### src/spm_defs.svh
// constants for the sonet path/line performance-monitoring counters
// assumes a 100 MHz clock and a one-second strobe from outside
// Notes on behaviour
// - path counters stay frozen unless path monitoring is enabled
// - each B3 parity error adds to the path second violation count, max eight per frame
// - path errored second on any parity error, AIS-P, LOP-P or lower-layer defect
// - path severely errored second at 2400 errors or AIS-P or LOP-P
// - path unavailable after ten severe seconds, available after ten clean seconds
// - path failure count rises once per event of AIS/LOP/UNEQ/TIM failures
// - each REI-L reported error adds to far-end line violation count
// - REI-L errors saturate at 8 x N below OC-48, 255 at OC-48
// - far-end errored second on any reported error or RDI-L
// - far-end severe second when errors reach external K or RDI-L present
// - far-end unavailable after ten severe seconds, until ten clean seconds
// - far-end failure count rises once when RFI-L failure is declared
// - an RFI-L failure spanning an interval boundary counts only where it began; path failure counts ignore interval_tick_in
`ifndef SPM_DEFS_SVH
`define SPM_DEFS_SVH
`define SPM_PATH_MAX_PER_FRAME 4'h8
`define SPM_PATH_SES_THRESH    32'h0000_0960
`define SPM_OC48_MAX_PER_FRAME 8'hff
`define SPM_UAS_RUN            4'ha
`endif

### src/spm_pkg.sv
// types shared by the counter block and its availability tracker
package spm_pkg;
  typedef enum logic [0:0] {
    SPM_AVAIL   = 1'b0,
    SPM_UNAVAIL = 1'b1
  } spm_avail_t;
endpackage

### src/spm_avail_if.sv
// carries one second's verdict into the availability tracker and its state back
`timescale 1ns/100ps
interface spm_avail_if;
  logic tick;
  logic severe;
  logic unavail;
  modport tracker (input tick, input severe, output unavail);
  modport user (output tick, output severe, input unavail);
endinterface

### src/spm_avail.sv
// availability tracker: ten-second run rule on severely errored seconds
// assumes tick is a one-cycle pulse once per second
`timescale 1ns/100ps
`include "spm_defs.svh"
module spm_avail
  import spm_pkg::*;
(
  // clock and reset
  input  wire logic clk_in,
  input  wire logic rst_in,
  // second verdicts
  spm_avail_if.tracker av
);
  spm_avail_t state;
  spm_avail_t next_state;
  logic [3:0] run;
  logic [3:0] next_run;

  always_comb
  begin
    next_state = state;
    next_run   = run;
    if (av.tick)
    begin
      case (state)
        SPM_AVAIL:
        begin
          next_run = av.severe ? run + 4'h1 : 4'h0;
          if (av.severe && run + 4'h1 == `SPM_UAS_RUN)
          begin
            next_state = SPM_UNAVAIL;
            next_run   = 4'h0;
          end
        end
        default:
        begin
          next_run = av.severe ? 4'h0 : run + 4'h1;
          if (!av.severe && run + 4'h1 == `SPM_UAS_RUN)
          begin
            next_state = SPM_AVAIL;
            next_run   = 4'h0;
          end
        end
      endcase
    end
  end

  always_ff @(posedge clk_in)
  begin
    if (rst_in)
    begin
      state <= SPM_AVAIL;
      run   <= 4'h0;
    end
    else
    begin
      state <= next_state;
      run   <= next_run;
    end
  end

  assign av.unavail = (state == SPM_UNAVAIL);

  a_run_bounded: assert property (@(posedge clk_in) disable iff (rst_in) run < `SPM_UAS_RUN)
    else $error("availability run counter overflowed");
endmodule // spm_avail

### src/spm_counters.sv
// performance counters for one sts path and the far-end line
// assumes framer inputs are per-frame pulses synchronous to clk_in
`timescale 1ns/100ps
`include "spm_defs.svh"
module spm_counters
  import spm_pkg::*;
(
  // clock and reset
  input  wire logic        clk_in,
  input  wire logic        rst_in,
  // control
  input  wire logic        intermediate_path_monitor_enable_in,
  input  wire logic        second_tick_in,
  input  wire logic        oc48_mode_in,
  input  wire logic [4:0]  sts_n_in,
  input  wire logic [31:0] line_ses_k_in,
  input  wire logic        interval_tick_in,
  // path inputs
  input  wire logic        frame_in,
  input  wire logic [3:0]  b3_errors_in,
  input  wire logic        ais_p_in,
  input  wire logic        lop_p_in,
  input  wire logic        lower_defect_in,
  input  wire logic        uneq_p_fail_in,
  input  wire logic        tim_p_fail_in,
  input  wire logic        ais_p_fail_in,
  input  wire logic        lop_p_fail_in,
  // far-end line inputs
  input  wire logic [7:0]  rei_l_in,
  input  wire logic        rdi_l_in,
  input  wire logic        rfi_l_fail_in,
  // path counters
  output logic [31:0]      path_cv_out,
  output logic [31:0]      path_es_out,
  output logic [31:0]      path_ses_out,
  output logic [31:0]      path_uas_out,
  output logic [31:0]      path_fc_out,
  // far-end line counters
  output logic [31:0]      line_cv_out,
  output logic [31:0]      line_es_out,
  output logic [31:0]      line_ses_out,
  output logic [31:0]      line_uas_out,
  output logic [31:0]      line_fc_out
);
  // ----------------------------------------
  // per-second accumulators
  // ----------------------------------------
  logic [31:0] p_sec_err, next_p_sec_err;
  logic [31:0] l_sec_err, next_l_sec_err;
  logic        p_sec_def, next_p_sec_def;
  logic        p_sec_sev, next_p_sec_sev;
  logic        l_sec_rdi, next_l_sec_rdi;
  logic        p_fail_q, next_p_fail_q;
  logic        l_fail_q, next_l_fail_q;
  logic [31:0] next_path_cv, next_path_es, next_path_ses, next_path_uas, next_path_fc;
  logic [31:0] next_line_cv, next_line_es, next_line_ses, next_line_uas, next_line_fc;
  logic [3:0]  p_add;
  logic [7:0]  l_add;
  logic [7:0]  l_cap;
  logic        p_es, p_ses, l_es, l_ses, p_fail, l_fail;

  spm_avail_if p_av ();
  spm_avail_if l_av ();

  // saturating caps keep a misbehaving framer from inflating counts
  function automatic logic [7:0] sat8(input logic [7:0] v, input logic [7:0] cap);
    sat8 = (v > cap) ? cap : v;
  endfunction

  always_comb
  begin
    l_cap = oc48_mode_in ? `SPM_OC48_MAX_PER_FRAME : {sts_n_in, 3'h0};
    p_add = sat8({4'h0, b3_errors_in}, {4'h0, `SPM_PATH_MAX_PER_FRAME}) > 8'h0f ? 4'h8
          : 4'(sat8({4'h0, b3_errors_in}, {4'h0, `SPM_PATH_MAX_PER_FRAME}));
    l_add = sat8(rei_l_in, l_cap);
    p_fail = ais_p_fail_in | lop_p_fail_in | uneq_p_fail_in | tim_p_fail_in;
    l_fail = rfi_l_fail_in;
    p_es  = (p_sec_err != 32'h0) | p_sec_def;
    p_ses = (p_sec_err >= `SPM_PATH_SES_THRESH) | p_sec_sev;
    l_es  = (l_sec_err != 32'h0) | l_sec_rdi;
    l_ses = (l_sec_err >= line_ses_k_in) | l_sec_rdi;
  end

  assign p_av.tick   = second_tick_in & intermediate_path_monitor_enable_in;
  assign p_av.severe = p_ses;
  assign l_av.tick   = second_tick_in;
  assign l_av.severe = l_ses;

  spm_avail u_path_avail (.clk_in(clk_in), .rst_in(rst_in), .av(p_av));
  spm_avail u_line_avail (.clk_in(clk_in), .rst_in(rst_in), .av(l_av));

  // ----------------------------------------
  // next-state computation
  // ----------------------------------------
  always_comb
  begin
    next_p_sec_err = p_sec_err;
    next_l_sec_err = l_sec_err;
    next_p_sec_def = p_sec_def | ais_p_in | lop_p_in | lower_defect_in;
    next_p_sec_sev = p_sec_sev | ais_p_in | lop_p_in;
    next_l_sec_rdi = l_sec_rdi | rdi_l_in;
    next_p_fail_q  = p_fail;
    next_l_fail_q  = l_fail;
    next_path_cv = path_cv_out;
    next_path_es = path_es_out;
    next_path_ses = path_ses_out;
    next_path_uas = path_uas_out;
    next_path_fc = path_fc_out;
    next_line_cv = line_cv_out;
    next_line_es = line_es_out;
    next_line_ses = line_ses_out;
    next_line_uas = line_uas_out;
    next_line_fc = line_fc_out;
    if (frame_in)
    begin
      next_p_sec_err = p_sec_err + {28'h0, p_add};
      next_l_sec_err = l_sec_err + {24'h0, l_add};
    end
    if (intermediate_path_monitor_enable_in)
    begin
      if (frame_in)
        next_path_cv = path_cv_out + {28'h0, p_add};
      if (p_fail && !p_fail_q)
        next_path_fc = path_fc_out + 32'h1;
      if (second_tick_in)
      begin
        next_path_es  = path_es_out + {31'h0, p_es};
        next_path_ses = path_ses_out + {31'h0, p_ses};
        next_path_uas = path_uas_out + {31'h0, p_av.unavail};
      end
    end
    if (frame_in)
      next_line_cv = line_cv_out + {24'h0, l_add};
    // counted on the rising edge only, so an event straddling a boundary stays where it began
    if (l_fail && !l_fail_q)
      next_line_fc = (interval_tick_in ? 32'h0 : line_fc_out) + 32'h1;
    else if (interval_tick_in)
      next_line_fc = 32'h0;
    if (second_tick_in)
    begin
      next_line_es  = line_es_out + {31'h0, l_es};
      next_line_ses = line_ses_out + {31'h0, l_ses};
      next_line_uas = line_uas_out + {31'h0, l_av.unavail};
      // accumulators restart; this cycle's inputs seed the new second
      next_p_sec_err = frame_in ? {28'h0, p_add} : 32'h0;
      next_l_sec_err = frame_in ? {24'h0, l_add} : 32'h0;
      next_p_sec_def = ais_p_in | lop_p_in | lower_defect_in;
      next_p_sec_sev = ais_p_in | lop_p_in;
      next_l_sec_rdi = rdi_l_in;
    end
  end

  // ----------------------------------------
  // registers
  // ----------------------------------------
  always_ff @(posedge clk_in)
  begin
    if (rst_in)
    begin
      p_sec_err <= 32'h0;
      l_sec_err <= 32'h0;
      p_sec_def <= 1'b0;
      p_sec_sev <= 1'b0;
      l_sec_rdi <= 1'b0;
      p_fail_q  <= 1'b0;
      l_fail_q  <= 1'b0;
      path_cv_out <= 32'h0;
      path_es_out <= 32'h0;
      path_ses_out <= 32'h0;
      path_uas_out <= 32'h0;
      path_fc_out <= 32'h0;
      line_cv_out <= 32'h0;
      line_es_out <= 32'h0;
      line_ses_out <= 32'h0;
      line_uas_out <= 32'h0;
      line_fc_out <= 32'h0;
    end
    else
    begin
      p_sec_err <= next_p_sec_err;
      l_sec_err <= next_l_sec_err;
      p_sec_def <= next_p_sec_def;
      p_sec_sev <= next_p_sec_sev;
      l_sec_rdi <= next_l_sec_rdi;
      p_fail_q  <= next_p_fail_q;
      l_fail_q  <= next_l_fail_q;
      path_cv_out <= next_path_cv;
      path_es_out <= next_path_es;
      path_ses_out <= next_path_ses;
      path_uas_out <= next_path_uas;
      path_fc_out <= next_path_fc;
      line_cv_out <= next_line_cv;
      line_es_out <= next_line_es;
      line_ses_out <= next_line_ses;
      line_uas_out <= next_line_uas;
      line_fc_out <= next_line_fc;
    end
  end

  // ----------------------------------------
  // checks
  // ----------------------------------------
  a_path_frozen: assert property (@(posedge clk_in) disable iff (rst_in)
    !intermediate_path_monitor_enable_in |=> $stable(path_cv_out) && $stable(path_fc_out))
    else $error("path counters moved while monitoring disabled");
  a_path_cv_step: assert property (@(posedge clk_in) disable iff (rst_in)
    1'b1 |=> (path_cv_out - $past(path_cv_out)) <= 32'h8)
    else $error("path violation step above eight");
  a_path_es_def: assert property (@(posedge clk_in) disable iff (rst_in)
    intermediate_path_monitor_enable_in && ais_p_in ##1 second_tick_in && intermediate_path_monitor_enable_in
    |=> path_es_out == $past(path_es_out) + 32'h1)
    else $error("defect second not counted errored");
  a_path_ses_thr: assert property (@(posedge clk_in) disable iff (rst_in)
    second_tick_in && intermediate_path_monitor_enable_in && p_sec_err >= 32'h960
    |=> path_ses_out == $past(path_ses_out) + 32'h1)
    else $error("severe path second missed");
  a_path_fc_edge: assert property (@(posedge clk_in) disable iff (rst_in)
    intermediate_path_monitor_enable_in && p_fail && !p_fail_q |=> path_fc_out == $past(path_fc_out) + 32'h1)
    else $error("path failure event not counted");
  a_line_cv_cap: assert property (@(posedge clk_in) disable iff (rst_in)
    frame_in && oc48_mode_in |-> l_add == rei_l_in)
    else $error("oc-48 remote errors wrongly capped");
  a_line_es_rdi: assert property (@(posedge clk_in) disable iff (rst_in)
    rdi_l_in ##1 second_tick_in |=> line_es_out == $past(line_es_out) + 32'h1)
    else $error("rdi second not counted errored");
  a_line_ses_rdi: assert property (@(posedge clk_in) disable iff (rst_in)
    rdi_l_in ##1 second_tick_in |=> line_ses_out == $past(line_ses_out) + 32'h1)
    else $error("rdi second not counted severe");
  a_line_fc_once: assert property (@(posedge clk_in) disable iff (rst_in)
    l_fail && l_fail_q && !interval_tick_in |=> $stable(line_fc_out))
    else $error("standing line failure counted again");
  a_sec_clear: assert property (@(posedge clk_in) disable iff (rst_in)
    second_tick_in && !frame_in |=> p_sec_err == 32'h0 && l_sec_err == 32'h0)
    else $error("second accumulators not cleared");

  c_path_uas: cover property (@(posedge clk_in) p_av.unavail && second_tick_in);
  c_line_uas: cover property (@(posedge clk_in) l_av.unavail && second_tick_in);
  c_line_fail: cover property (@(posedge clk_in) l_fail && !l_fail_q);
  c_fail_span: cover property (@(posedge clk_in) l_fail && l_fail_q && interval_tick_in);
endmodule // spm_counters

### config.mk
export PLATFORM = sky130hd
export DESIGN_NAME = spm_counters
export DESIGN_NICKNAME = d
export VERILOG_FILES = /design/src/spm_pkg.sv /design/src/spm_avail_if.sv /design/src/spm_avail.sv /design/src/spm_counters.sv
export VERILOG_INCLUDE_DIRS = /design/src /design/src/src
export SDC_FILE = /design/constraint.sdc
export NUM_CORES = 1
export LEC_CHECK = 0
export ABC_AREA = 1
export BUFFER_PORTS_ARGS = -buffer_cell sky130_fd_sc_hd__buf_2
export CORE_ASPECT_RATIO = 0.75
export CORE_MARGIN = 4
export CORE_UTILIZATION = 55
export CTS_BUF_LIST = sky130_fd_sc_hd__clkbuf_8
export DETAILED_ROUTE_END_ITERATION = 12
export MAX_ROUTING_LAYER = met4
export PLACE_DENSITY_LB_ADDON = 0.1
export REMOVE_ABC_BUFFERS = 1
export SYNTH_ARGS = -nofsm -noshare
export SYNTH_HDL_FRONTEND = slang
export SYNTH_HIERARCHICAL = 1
export SYNTH_SLANG_ARGS = --single-unit
### constraint.sdc
create_clock -name clk_in -period 3.05 [get_ports clk_in]
set_input_delay 0.1525 -clock clk_in [delete_from_list [all_inputs] [get_ports clk_in]]
set_output_delay 0.1525 -clock clk_in [all_outputs]
set_load 0.02 [all_outputs]
==> results of run 1 <==
==> Yosys cell counts (5+ instances only) <==
cell,n
o21ai_0,175
a31oi_1,7
o21a_1,18
dfxtp_1,399
nand2_1,867
o21ai_1,12
clkbuf_1,54
nand3_1,191
nand2_4,5
nor4_1,36
xnor2_1,14
and3_1,5
a21oi_1,261
nand4_1,89
nand3b_1,25
nor3_1,147
nor2_1,518
xor2_1,40
nand2_2,15
buf_2,5
inv_1,517
nor3b_1,14
o21bai_1,5
a211oi_1,6
nor3_2,8
nor2_2,28
nor2_4,17
ha_1,82
inv_2,14
==> worst reg2reg max path, stage by stage (launching register included) <==
cell and delay [ns]:
dfxtp_1 0.32, ha_1 0.28, nand2_1 0.06, inv_1 0.03, o21ai_0 0.13, nand2_1 0.07, nand2_1 0.08, o211ai_1 0.10
a21oi_1 0.22, nand4_1 0.31, ha_4 0.29, ha_4 0.17, nand3_2 0.07, nor2_1 0.04, inv_1 0.09, nor2_2 0.05
nand2_1 0.07, inv_2 0.05, buf_4 0.13, a21oi_1 0.12, o21a_1 0.13
==> through the flow <==
step           setup slack (ns)  setup TNS [ns]  utilization (%)  hold slack, ns  cell area (um2)
2_1_floorplan           0.01142               0                -          0.2216            23070
3_3_place_gp           -0.08594         -0.5875            62.60          0.3717            26320
3_5_place_dp           -0.09079         -0.6640            62.60          0.3816            26320
4_1_cts                0.003856               0            66.54         0.03890            27980
5_1_grt                -0.06738         -0.2896            66.93          0.1068            28140
6_report                 0.1893               0            66.93         0.09640            28140
==> final cells by class <==
class                      count  area (um2)
fill                        3956       13900
multi-input combinational   2624       13270
sequential                   399        7990
timing repair buffer         488        2783
inverter                     535        2014
clock buffer                  88        1211
tap                          569       711.9
clock inverter                34       156.4
antenna                        1       2.502
==> routing by layer <==
layer  vias up  track usage, %  wire length, um
li1      12734               -                -
met4         0           8.637             1855
met5         -               -                0
met3       107           5.646             5359
met2       763           43.06            28310
met1     10942           42.00            32410
==> cell usage in the layout, fill, tap and decap left out, types with 8 or more instances in the layout <==
cell           synthesis  final
a21oi_1              261    261
buf_2                  5    383
buf_4                  1     79
clkbuf_8               0     88
clkinv_2               1     10
dfxtp_1              399    397
dlygate4sd3_1          0     23
ha_1                  82     75
inv_1                517    533
inv_2                 14     18
nand2_1              867    859
nand2_2               15     22
nand3_1              191    186
nand3_2                4      8
nand3b_1              25     25
nand4_1               89     89
nor2_1               518    511
nor2_2                28     33
nor2_4                17     19
nor3_1               147    146
nor3_2                 8      9
nor3b_1               14     13
nor4_1                36     35
o21a_1                18     18
o21ai_0              175    171
o21ai_1               12     16
xnor2_1               14     14
xor2_1                40     39
==> path summary, 6_finish.rpt <==
check | startpoint | end | slack [ns] | depth (start not counted)
worst min register to register | line_es_out[30]$_SDFFE_PP0P_ | line_es_out[30]$_SDFFE_PP0P_ | 0.46 | 2
worst max register to register | l_sec_err[25]$_SDFFE_PP0P_ | line_ses_out[10]$_SDFFE_PP0P_ | 0.19 | 20
worst max-delay path | l_sec_err[25]$_SDFFE_PP0P_ | line_ses_out[10]$_SDFFE_PP0P_ | 0.19 | 20
worst min-delay path | rei_l_in[1] | l_sec_err[1]$_SDFFE_PP0P_ | 0.1 | 7
==> power groups by stage <==
stage          sequential (mW)  combinational [mW]  clock [mW]
5_1_grt                   5.34                1.25        5.22
3_5_place_dp              5.45                1.05           0
2_1_floorplan             5.48               0.610           0
4_1_cts                   5.33                1.08        4.99
6_report                  5.33                1.11        4.87
3_3_place_gp              5.45                1.04           0
==> timing repair <==
action / in CTS / in global routing
hold buffers: 23 / 0
endpoints found under the setup margin: 12 / 49
gates cloned: 0 / 0
pin swaps: 10 / 16
buffers inserted: 0 / 3
resized for setup: 14 / 35
hold endpoints to repair: 40 / 0
==> cells by family after synthesis <==
logic type | share of synthesized area (%)
compound gates | 11.22
xor+xnor | 2.024
fa+ha+maj | 4.733
buf+inv | 9.862
flops | 34.18
simple gates | 37.98
==> state kept, by name, indices dropped and copies added (netlist names), named ones only <==
| signal | flops |
|---|---|
| l_fail_q | 1 |
| l_sec_err | 32 |
| l_sec_rdi | 1 |
| line_cv_out | 32 |
| line_es_out | 32 |
| line_fc_out | 32 |
| line_ses_out | 32 |
| line_uas_out | 32 |
| p_fail_q | 1 |
| p_sec_def | 1 |
| p_sec_err | 32 |
| p_sec_sev | 1 |
| path_cv_out | 32 |
| path_es_out | 32 |
| path_fc_out | 32 |
| path_ses_out | 32 |
| path_uas_out | 32 |
| u_line_avail/run | 4 |
| u_path_avail/run | 4 |
==> results.md, run 1 <==
- Status: finished, final reports clean
- Vias per inst: 5.181
- Worst Path Required: about 3.6 ns
- Height of the die: between 150 and 200 um
- PD cells: 402.0 nW/um2
- Top Family by Delay on Critical Path: simple AND/OR/NAND/NOR gates
- Placed insts: 4,589
- Post-synthesis sequential area ratio: approximately a third
- Average routed wire per standard cell: 14.34 um
- Die W: 246.0 um
- CTS Root Cell: clkbuf_8
- Yosys warning total: 6
- Clk_lat worst skew: ~0.63 ns
- Starting density of the core: between 50% and 60%
- Cts bufs inserted: a little under 70
- Clock group share of total power: between 40% and 50%
- FF+latch count, synth: roughly 400
- Hold WC Path Type: primary input to flop
- Clock buffer depth: 3
- Global-route wire length before repair: around 110 mm
- Initial antenna violation count: 1
- H-tree levels: 3
- Slowest stage delay, CP: roughly 0.32 ns
- Initial DRC Count: about 1,900
- Vias in the first global route: roughly 22,000
- Rel. slew slack: around 47%
- Area grow syn2layout: 20.42%
- Drt pass-1 iters: 7
- Ys flop type: dfxtp_1
- Placeable Area: ~42,000 um2
- Max Freq: 0.3496 GHz
- Clk pin slew, worst setup/hold paths: around 0.060 ns
- P_sw: between 3 and 4 mW
- Critical Path AT: around 3.4 ns
- RSZ-0062 raised after global routing: true
- Post-synth ARST share: 0%
- Synth area leader: dfxtp_1
- Slowest CP cell: dfxtp_1
- Die Area: 45,890 um2
- Drt drc: 0
- Final Cycle Share: between 90% and 100%
- Total wire length: about 68 mm
- Sw frac: around 27%
- HPWL Detailed: 51.08 mm
- Synth cell types: 54
- Buf+Inv Stages, Crit Path: 4
- Share of post-route cells with drive strength above 1: 17.18%
- CTS tree: yes
- Top post-synthesis cells by area: dfxtp_1 (34%), nand2_1 (14%), nor2_1 (8.3%), inv_1 (8.3%), a21oi_1 (5.6%)
- Worst slew pin tran: about 0.78 ns
- Clk_skew: 0.03950 ns
- Synthesized area per cell: between 6 and 7 um2
- Largest net degree at the start of global routing: 76
- Non-filler cells, final: 4,738
- Leakage power: roughly 13 nW
- Post-Synthesis Cells: approximately 3,600
- Comb pwr share: 9.8%
- Final Hold Viols: 0
- Pint: 8.280 mW
- Crit-path most repeated cell: nand2_1
- CP Cell Sequence: ha_1 -> nand2_1 -> inv_1 -> o21ai_0 -> nand2_1 -> nand2_1 -> o211ai_1 -> a21oi_1 -> nand4_1 -> ha_4 -> ha_4 -> nand3_2 -> nor2_1 -> inv_1 -> nor2_2 -> nand2_1 -> inv_2 -> buf_4 -> a21oi_1 -> o21a_1
- Top cell type's share of synthesized area: between 30% and 40%
- Slew Viols, Final: 0
- Post-route minimum period: 2.861 ns
- Row count: 65
- Grt ovf: 0
- Overall power: 11.31 mW
- Endpoints failing setup: 0
- Reg power frac: a little under half
- Antenna-violating nets left: 0
- Final nets: ~4,300
- Max-Cap Viols: 0
- I/O Buffers: about 380
- Worst vdd ir: roughly 0.00033 V
- GRT Total Usage: 29.62%
- Vias: approximately 25,000
- Crit path kind: flop to flop
- RD Place Congestion: 0.9531
- Critical Path Source Type: flop
- Maximum fanout along the worst path: 4
- Number of flops mapped to enable cells by yosys: 0
- Cell Area, Synth: 23,370 um2
- CTS sink cnt: 399
- Ports: ~390
- Crit. End Element: flop
No activity file was read; power rests on OpenSTA's default activity.
==> run 2: changes to the inputs <==
- ABC_AREA: 1 -> not set
==> results.md, run 2 <==
- Non-filler cells, final: 3,358 (-29%)
- Number of flops mapped to enable cells by yosys: 0 (unchanged)
- FF+latch count, synth: 399 (unchanged)
- Clock buffer depth: 3 (unchanged)
- Die W: 226.8 um (-7.8%)
- Total wire length: 55.55 mm (-18%)
- FF-to-FF Start: l_sec_err[0]$_SDFFE_PP0P_
- Average routed wire per standard cell: 16.54 um (+15%)
- Hold WC Path Type: primary input to flop
- CTS tree: yes
- Final Cycle Share: 97.94% (+4.1 points)
- Worst Path Required: 3.54 ns (-0.08 ns)
- Most common cell after layout, fill and taps aside: dfxtp_1
- Max Freq: 0.3348 GHz (-4.2%)
- Ports: 385 (unchanged)
- Top-count cell post-synth: dfxtp_1
- GRT Total Usage: 27.01% (-2.6 points)
- Slew Viols, Final: 0 (unchanged)
- Yosys warning total: 6 (unchanged)
- Critical Path AT: 3.48 ns (+0.05 ns)
- Initial antenna violation count: 0 (-1)
- Worst slew pin tran: 0.9091 ns (+0.1262 ns)
- Global-route wire length before repair: 85.96 mm (-23%)
- Placed insts: 3,221 (-30%)
- I/O Buffers: 384 (unchanged)
- Cts bufs inserted: 60 (-12%)
- Status: finished, final reports clean
- Worst Reg-to-Reg Cells: 15 (-25%)
- Drt pass-1 iters: 7 (unchanged)
- PD cells: 446.6 nW/um2 (+11%)
- Crit. End Element: flop
- Endpoints failing setup: 0 (unchanged)
- Max-Cap Viols: 0 (unchanged)
- Vias per inst: 5.590 (+7.9%)
- H-tree levels: 2 (-1)
- Final Hold Viols: 0 (unchanged)
- Grt ovf: 0 (unchanged)
- Height of the die: 172.1 um (-7.7%)
- Area grow syn2layout: 26.39%
- Post-route minimum period: 2.987 ns (+0.1264 ns)
- Row count: 59 (-9.2%)
- CTS Root Cell: clkbuf_8
- Clk pin slew, worst setup/hold paths: 0.07 ns (about the same)
- Synth area leader: dfxtp_1
- RD Place Congestion: 0.8892 (-6.7%)
- Antenna-violating nets left: 0 (unchanged)
- Top post-synthesis cells by area: dfxtp_1 (40%), nor2_1 (7.0%), xnor2_1 (6.7%), xor2_1 (6.3%), ha_1 (5.2%)
- Initial DRC Count: 1,285 (-32%)
- Post-synthesis sequential area ratio: 40.44% (+6.3 points)
- Critical Path Source Type: primary input
- Min-Delay Path Depth: 4 (-3)
- Largest net degree at the start of global routing: 110 (+45%)
- Post-synth ARST share: 0% (unchanged)
- Top cells by count, synth: dfxtp_1 (399), nor2_1 (366), nand2_1 (173)
- Synthesized area per cell: 8.388 um2 (+30%)
- Die Area: 39,040 um2 (-15%)
- WHS Endpoint: p_sec_err[2]$_SDFFE_PP0P_
- Leakage power: 10.51 nW (-17%)
- Maximum fanout along the worst path: 7 (+3)
- Synth cell types: 68 (+26%)
- Vias: 18,772 (-24%)
- R2r endpoint: line_ses_out[19]$_SDFFE_PP0P_
- CTS sink cnt: 399 (unchanged)
- Critical hold path startpoint: b3_errors_in[2]
- Share of post-route cells with drive strength above 1: 24.99% (+7.8 points)
- Cell Area, Synth: 19,750 um2 (-15%)
- Clk_skew: 0.03042 ns (-0.009083 ns)
- Fillers: 2,838 (-28%)
- Most frequent cells in the layout: dfxtp_1 (397), buf_2 (382), nor2_1 (364)
- Drt drc: 0 (unchanged)
- Ys flop type: dfxtp_1
- Post-Synthesis Cells: 2,355 (-35%)
- Vias in the first global route: 17,173 (-22%)
- Top cell type's share of synthesized area: 40.44% (+6.3 points)
- Reg-to-reg slack, setup: 0.08 ns (-0.11 ns)
- Crit path kind: primary input to flop
- Overall power: 11.15 mW (-1.5%)
- Final antenna diode count: 0 (-1)
- Rel. slew slack: 38.93% (-8.5 points)
- Final nets: 3,007 (-30%)
- Placeable Area: 35,060 um2 (-17%)
- Worst vdd ir: 0.0003550 V (+8.9%)
- Starting density of the core: 56.34% (+0.75 points)
- Clk_lat worst skew: 0.63 ns (about the same)
- HPWL Detailed: 39.50 mm (-23%)
-- run 2: how the worst max path moves through the flow --
stage	start	to	slack, ns	depth (start not counted)
finish	oc48_mode_in	line_cv_out[22]$_SDFFE_PP0P_	0.06	19
global placement	oc48_mode_in	l_sec_err[24]$_SDFFE_PP0P_	-0.66	20
floorplan	oc48_mode_in	line_cv_out[24]$_SDFFE_PP0P_	-0.94	16
CTS	l_sec_err[0]$_SDFFE_PP0P_	line_ses_out[22]$_SDFFE_PP0P_	-0.05	15
global route	oc48_mode_in	line_cv_out[16]$_SDFFE_PP0P_	-0.07	18
detailed placement	oc48_mode_in	l_sec_err[30]$_SDFFE_PP0P_	-0.77	20
-- run 2: metrics by stage --
stage / cell area, um2 / TNS [ns] / util (%) / worst slack, ns / hold WS (ns)
after floorplan: 19430 / -36.89 / - / -0.9402 / 0.2216
after global placement: 22750 / -28.76 / 64.87 / -0.6631 / 0.3820
after detailed placement: 22750 / -38.29 / 64.87 / -0.7683 / 0.3984
after CTS: 24250 / -0.08032 / 69.15 / -0.05211 / 0.01242
after global routing: 24970 / -0.8014 / 71.20 / -0.06937 / 0.06177
final: 24970 / 0 / 71.20 / 0.06291 / 0.05419
-- run 2: cells by family after synthesis --
kind of cell	Yosys count	synth area share, %
and+or+nand+nor	1093	27.67
AOI/OAI and AO/OA	278	8.241
buffers and inverters	176	3.522
DFF	399	40.44
xor gates and xnor gates	292	12.95
muxes	31	1.583
adders and majority gates	86	5.599
-- run 2: power breakdown --
group	total, mW	switching, mW	internal (mW)
Sequential	5.34	0.0652	5.27
Combinational	1.36	0.746	0.611
Clock	4.46	2.11	2.34
-- run 2: metal layers --
metal	share of wire (%)	track usage, %	vias to the layer above	wire length (um)
li1	-	-	9144	-
met1	44	34.86	8949	24200
met2	47	42.94	537	25940
met3	5.8	4.803	142	3235
met4	3.9	9.868	0	2184
met5	0	-	-	0
-- run 2: what timing repair did --
action	in CTS	in global routing
gates cloned	1	3
setup buffers	3	9
pin swaps	3	40
setup endpoints to repair	56	91
resized for setup	25	129
endpoints found under the hold margin	83	0
hold buffers	15	0
-- run 2: final cells by class --
class	count	area [um2]	share of cell area, %
clock buffers	77	1060	4.245
clock inverters	30	168.9	0.6766
inverters	98	370.4	1.483
multi-input cells	1780	11770	47.14
flip-flops and latches	399	7990	32.00
well taps	457	571.8	2.290
repair buffers	517	3037	12.16
-- run 2: critical path, stage by stage --
cell and delay (ns):
buf_4 0.15, inv_4 0.07, ha_4 0.19, nor2b_1 0.12
o211ai_1 0.24, a21oi_2 0.10, o32ai_2 0.28, buf_6 0.19
mux2i_2 0.26, inv_2 0.09, ha_4 0.18, fa_2 0.39
a21oi_4 0.21, o21bai_4 0.09, o31ai_4 0.28, buf_6 0.17
nor3_1 0.06, xnor2_1 0.20, nor2_1 0.06
==> run 3: changes to the inputs <==
- BUFFER_PORTS_ARGS: -buffer_cell sky130_fd_sc_hd__buf_2 -> not set
- DONT_BUFFER_PORTS: not set -> 1
- GPL_TIMING_DRIVEN: not set -> 0
- PLACE_DENSITY: not set -> 0.7
- PLACE_DENSITY_LB_ADDON: 0.1 -> not set
==> results.md, run 3 (same netlist as run 2, synthesis figures left out) <==
- Failing checks: hold timing, setup timing
- Global-route wire length before repair: 87.51 mm (+1.8%)
- Vias per inst: 5.835 (+4.4%)
- Die W: 226.8 um (unchanged)
- Hold slack: -0.3415 ns (-0.3956 ns)
- Drt pass-1 iters: 5 (-2)
- Average routed wire per standard cell: 18.34 um (+11%)
- Height of the die: 172.1 um (unchanged)
- Ports: 385 (unchanged)
- Clock buffer depth: 3 (unchanged)
- RD Place Congestion: 0.9000 (+1.2%)
- Maximum fanout along the worst path: 4 (-3)
- Most common cell after layout, fill and taps aside: dfxtp_1
- Total wire length: 56.95 mm (+2.5%)
- Area grow syn2layout: 25.30%
- Sw frac: 25.36% (-0.88 points)
- PD cells: 471.9 nW/um2 (+5.7%)
- CTS sink cnt: 399 (unchanged)
- Setup TNS: -0.04281 ns (-0.04281 ns)
- Max Freq: 0.3255 GHz (-2.8%)
- Final Cycle Share: 100.7% (+2.8 points)
- HPWL Detailed: 36.39 mm (-7.9%)
- Post-route setup slack: -0.02260 ns (-0.08551 ns)
- Placeable Area: 35,060 um2 (unchanged)
- Clk_lat worst skew: 0.60 ns (-0.03 ns)
- Hold WC Path Type: primary input to flop
- Row count: 59 (unchanged)
- Vias in the first global route: 17,191 (+0.10%)
- Initial antenna violation count: 1 (+1)
- Fillers: 2,690 (-5.2%)
- Reg area: 8005 um2 (+0.19%)
- Pint: 8.718 mW (+6.0%)
- Reg-to-reg slack, setup: -0.02 ns (-0.10 ns)
- Overall power: 11.68 mW (+4.8%)
- Final nets: 2,751 (-8.5%)
- CTS Root Cell: clkbuf_8
- Clk_skew: 0.02684 ns (-0.003575 ns)
- Worst vdd ir: 0.0004410 V (+24%)
- RSZ-0062 raised after global routing: true
- GRT Total Usage: 27.80% (+0.79 points)
- I/O Buffers: 0 (-100%)
- Clock group share of total power: 43.5% (+3.5 points)
- Critical Path AT: 3.51 ns (+0.03 ns)
- Initial DRC Count: 1,220 (-5.1%)
- Rel. slew slack: 16.41% (-23 points)
- CTS tree: yes
- FF-to-FF Start: l_sec_err[0]$_SDFFE_PP0P_
- Die Area: 39,040 um2 (unchanged)
- Grt ovf: 0 (unchanged)
- Most frequent cells in the layout: dfxtp_1 (387), nor2_1 (363), dlygate4sd3_1 (214)
- Crit-path most repeated cell: ha_4
- Clk pin slew, worst setup/hold paths: 0.07 ns (about the same)
- Comb pwr share: 10.1% (-2.1 points)
- Worst slew pin tran: 1.254 ns (+0.3447 ns)
- Antenna-violating nets left: 0 (unchanged)
- Critical Path Source Type: flop
- Cts bufs inserted: 66 (+10%)
- P_sw: 2.962 mW (+1.3%)
- CP Cell Sequence: inv_4 -> ha_4 -> nand2b_4 -> a211oi_2 -> o211ai_1 -> a31oi_2 -> o21ai_4 -> ha_4 -> ha_4 -> nand2_4 -> nor4_4 -> and3_4 -> nand2_1 -> xor2_1 -> nor2_1
- Endpoints failing setup: 3 (+3)
- Leakage power: 9.516 nW (-9.4%)
- Largest net degree at the start of global routing: 331 (+200%)
- H-tree levels: 3 (+1)
- Reg power frac: 46.3% (-1.6 points)
- Max-Cap Viols: 0 (unchanged)
- Final Hold Viols: 26 (+26)
- Critical Path Source: l_sec_err[0]$_SDFFE_PP0P_
- Vias: 18,123 (-3.5%)
- Status: finished with violations
- Multi-input logic area: 11,860 um2 (+0.81%)
- Critical hold path startpoint: rst_in
- Post-route minimum period: 3.073 ns (+0.08551 ns)
- Worst Path Required: 3.49 ns (-0.05 ns)
- Crit path kind: flop to flop
- Starting density of the core: 56.34% (unchanged)
- Share of post-route cells with drive strength above 1: 11.22% (-14 points)
- Drt drc: 0 (unchanged)
- Slowest CP cell: dfxtp_4
- Crit. End Element: flop
- Slew Viols, Final: 0 (unchanged)
- Slowest stage delay, CP: 0.39 ns (about the same)
run 3: what timing repair did:
item / CTS / global route
hold buffers: 215 / 3
setup buffers: 5 / 29
cloned: 1 / 2
resized for setup: 42 / 122
hold endpoints to repair: 347 / 138
endpoints found under the setup margin: 100 / 149
pin swaps: 8 / 40
run 3: worst paths after layout:
path,to,cells past startpoint
worst min register to register,p_sec_err[31]$_SDFFE_PP0P_,2
worst max register to register,line_ses_out[24]$_SDFFE_PP0P_,15
worst min-delay path,line_cv_out[6]$_SDFFE_PP0P_,1
worst max-delay path,line_ses_out[24]$_SDFFE_PP0P_,15
run 3: per-layer routing:
metal	global-route usage (%)	vias to the layer above	wire length [um]
li1	-	8677	-
met5	-	-	0
met1	33.60	8725	23660
met4	10.95	0	2208
met3	8.028	143	4707
met2	44.17	578	26370
run 3: cell type report:
class                      instances  area share, %
antenna                            1        0.01011
clock buffer                      94          5.227
clock inverter                    22         0.6015
inverter                          98          1.496
multi-input combinational       1782          47.93
sequential                       399          32.34
tap                              457          2.310
timing repair buffer             253          10.08
run 3: stage by stage:
step	area, um2	utilization [%]	instances	setup WS [ns]
6_report	24750	70.59	3106	-0.02260
5_1_grt	24750	70.59	3106	-0.1505
4_1_cts	23910	68.18	3073	0.008025
3_5_place_dp	20020	57.11	2736	-1.882
3_3_place_gp	20000	57.03	2734	-1.983
2_1_floorplan	19430	-	2277	-0.9402
run 3: power by group through the flow:
stage	registers, mW	clock network (mW)	logic, mW
2_1_floorplan	5.48	0	0.539
3_3_place_gp	5.51	0	0.648
3_5_place_dp	5.51	0	0.689
4_1_cts	5.40	5.18	0.912
5_1_grt	5.42	5.46	1.27
6_report	5.41	5.09	1.18
run 3: critical path, delay by kind of cell, from the launching register on:
family | cells | cell delay (ns)
AND/OR/NAND/NOR | 6 | 0.93
AO/OA/AOI/OAI | 4 | 0.79
buffers and inverters | 1 | 0.04
flip-flops | 1 | 0.39
XOR/XNOR | 1 | 0.17
adder cells (fa/ha/maj) | 3 | 0.58
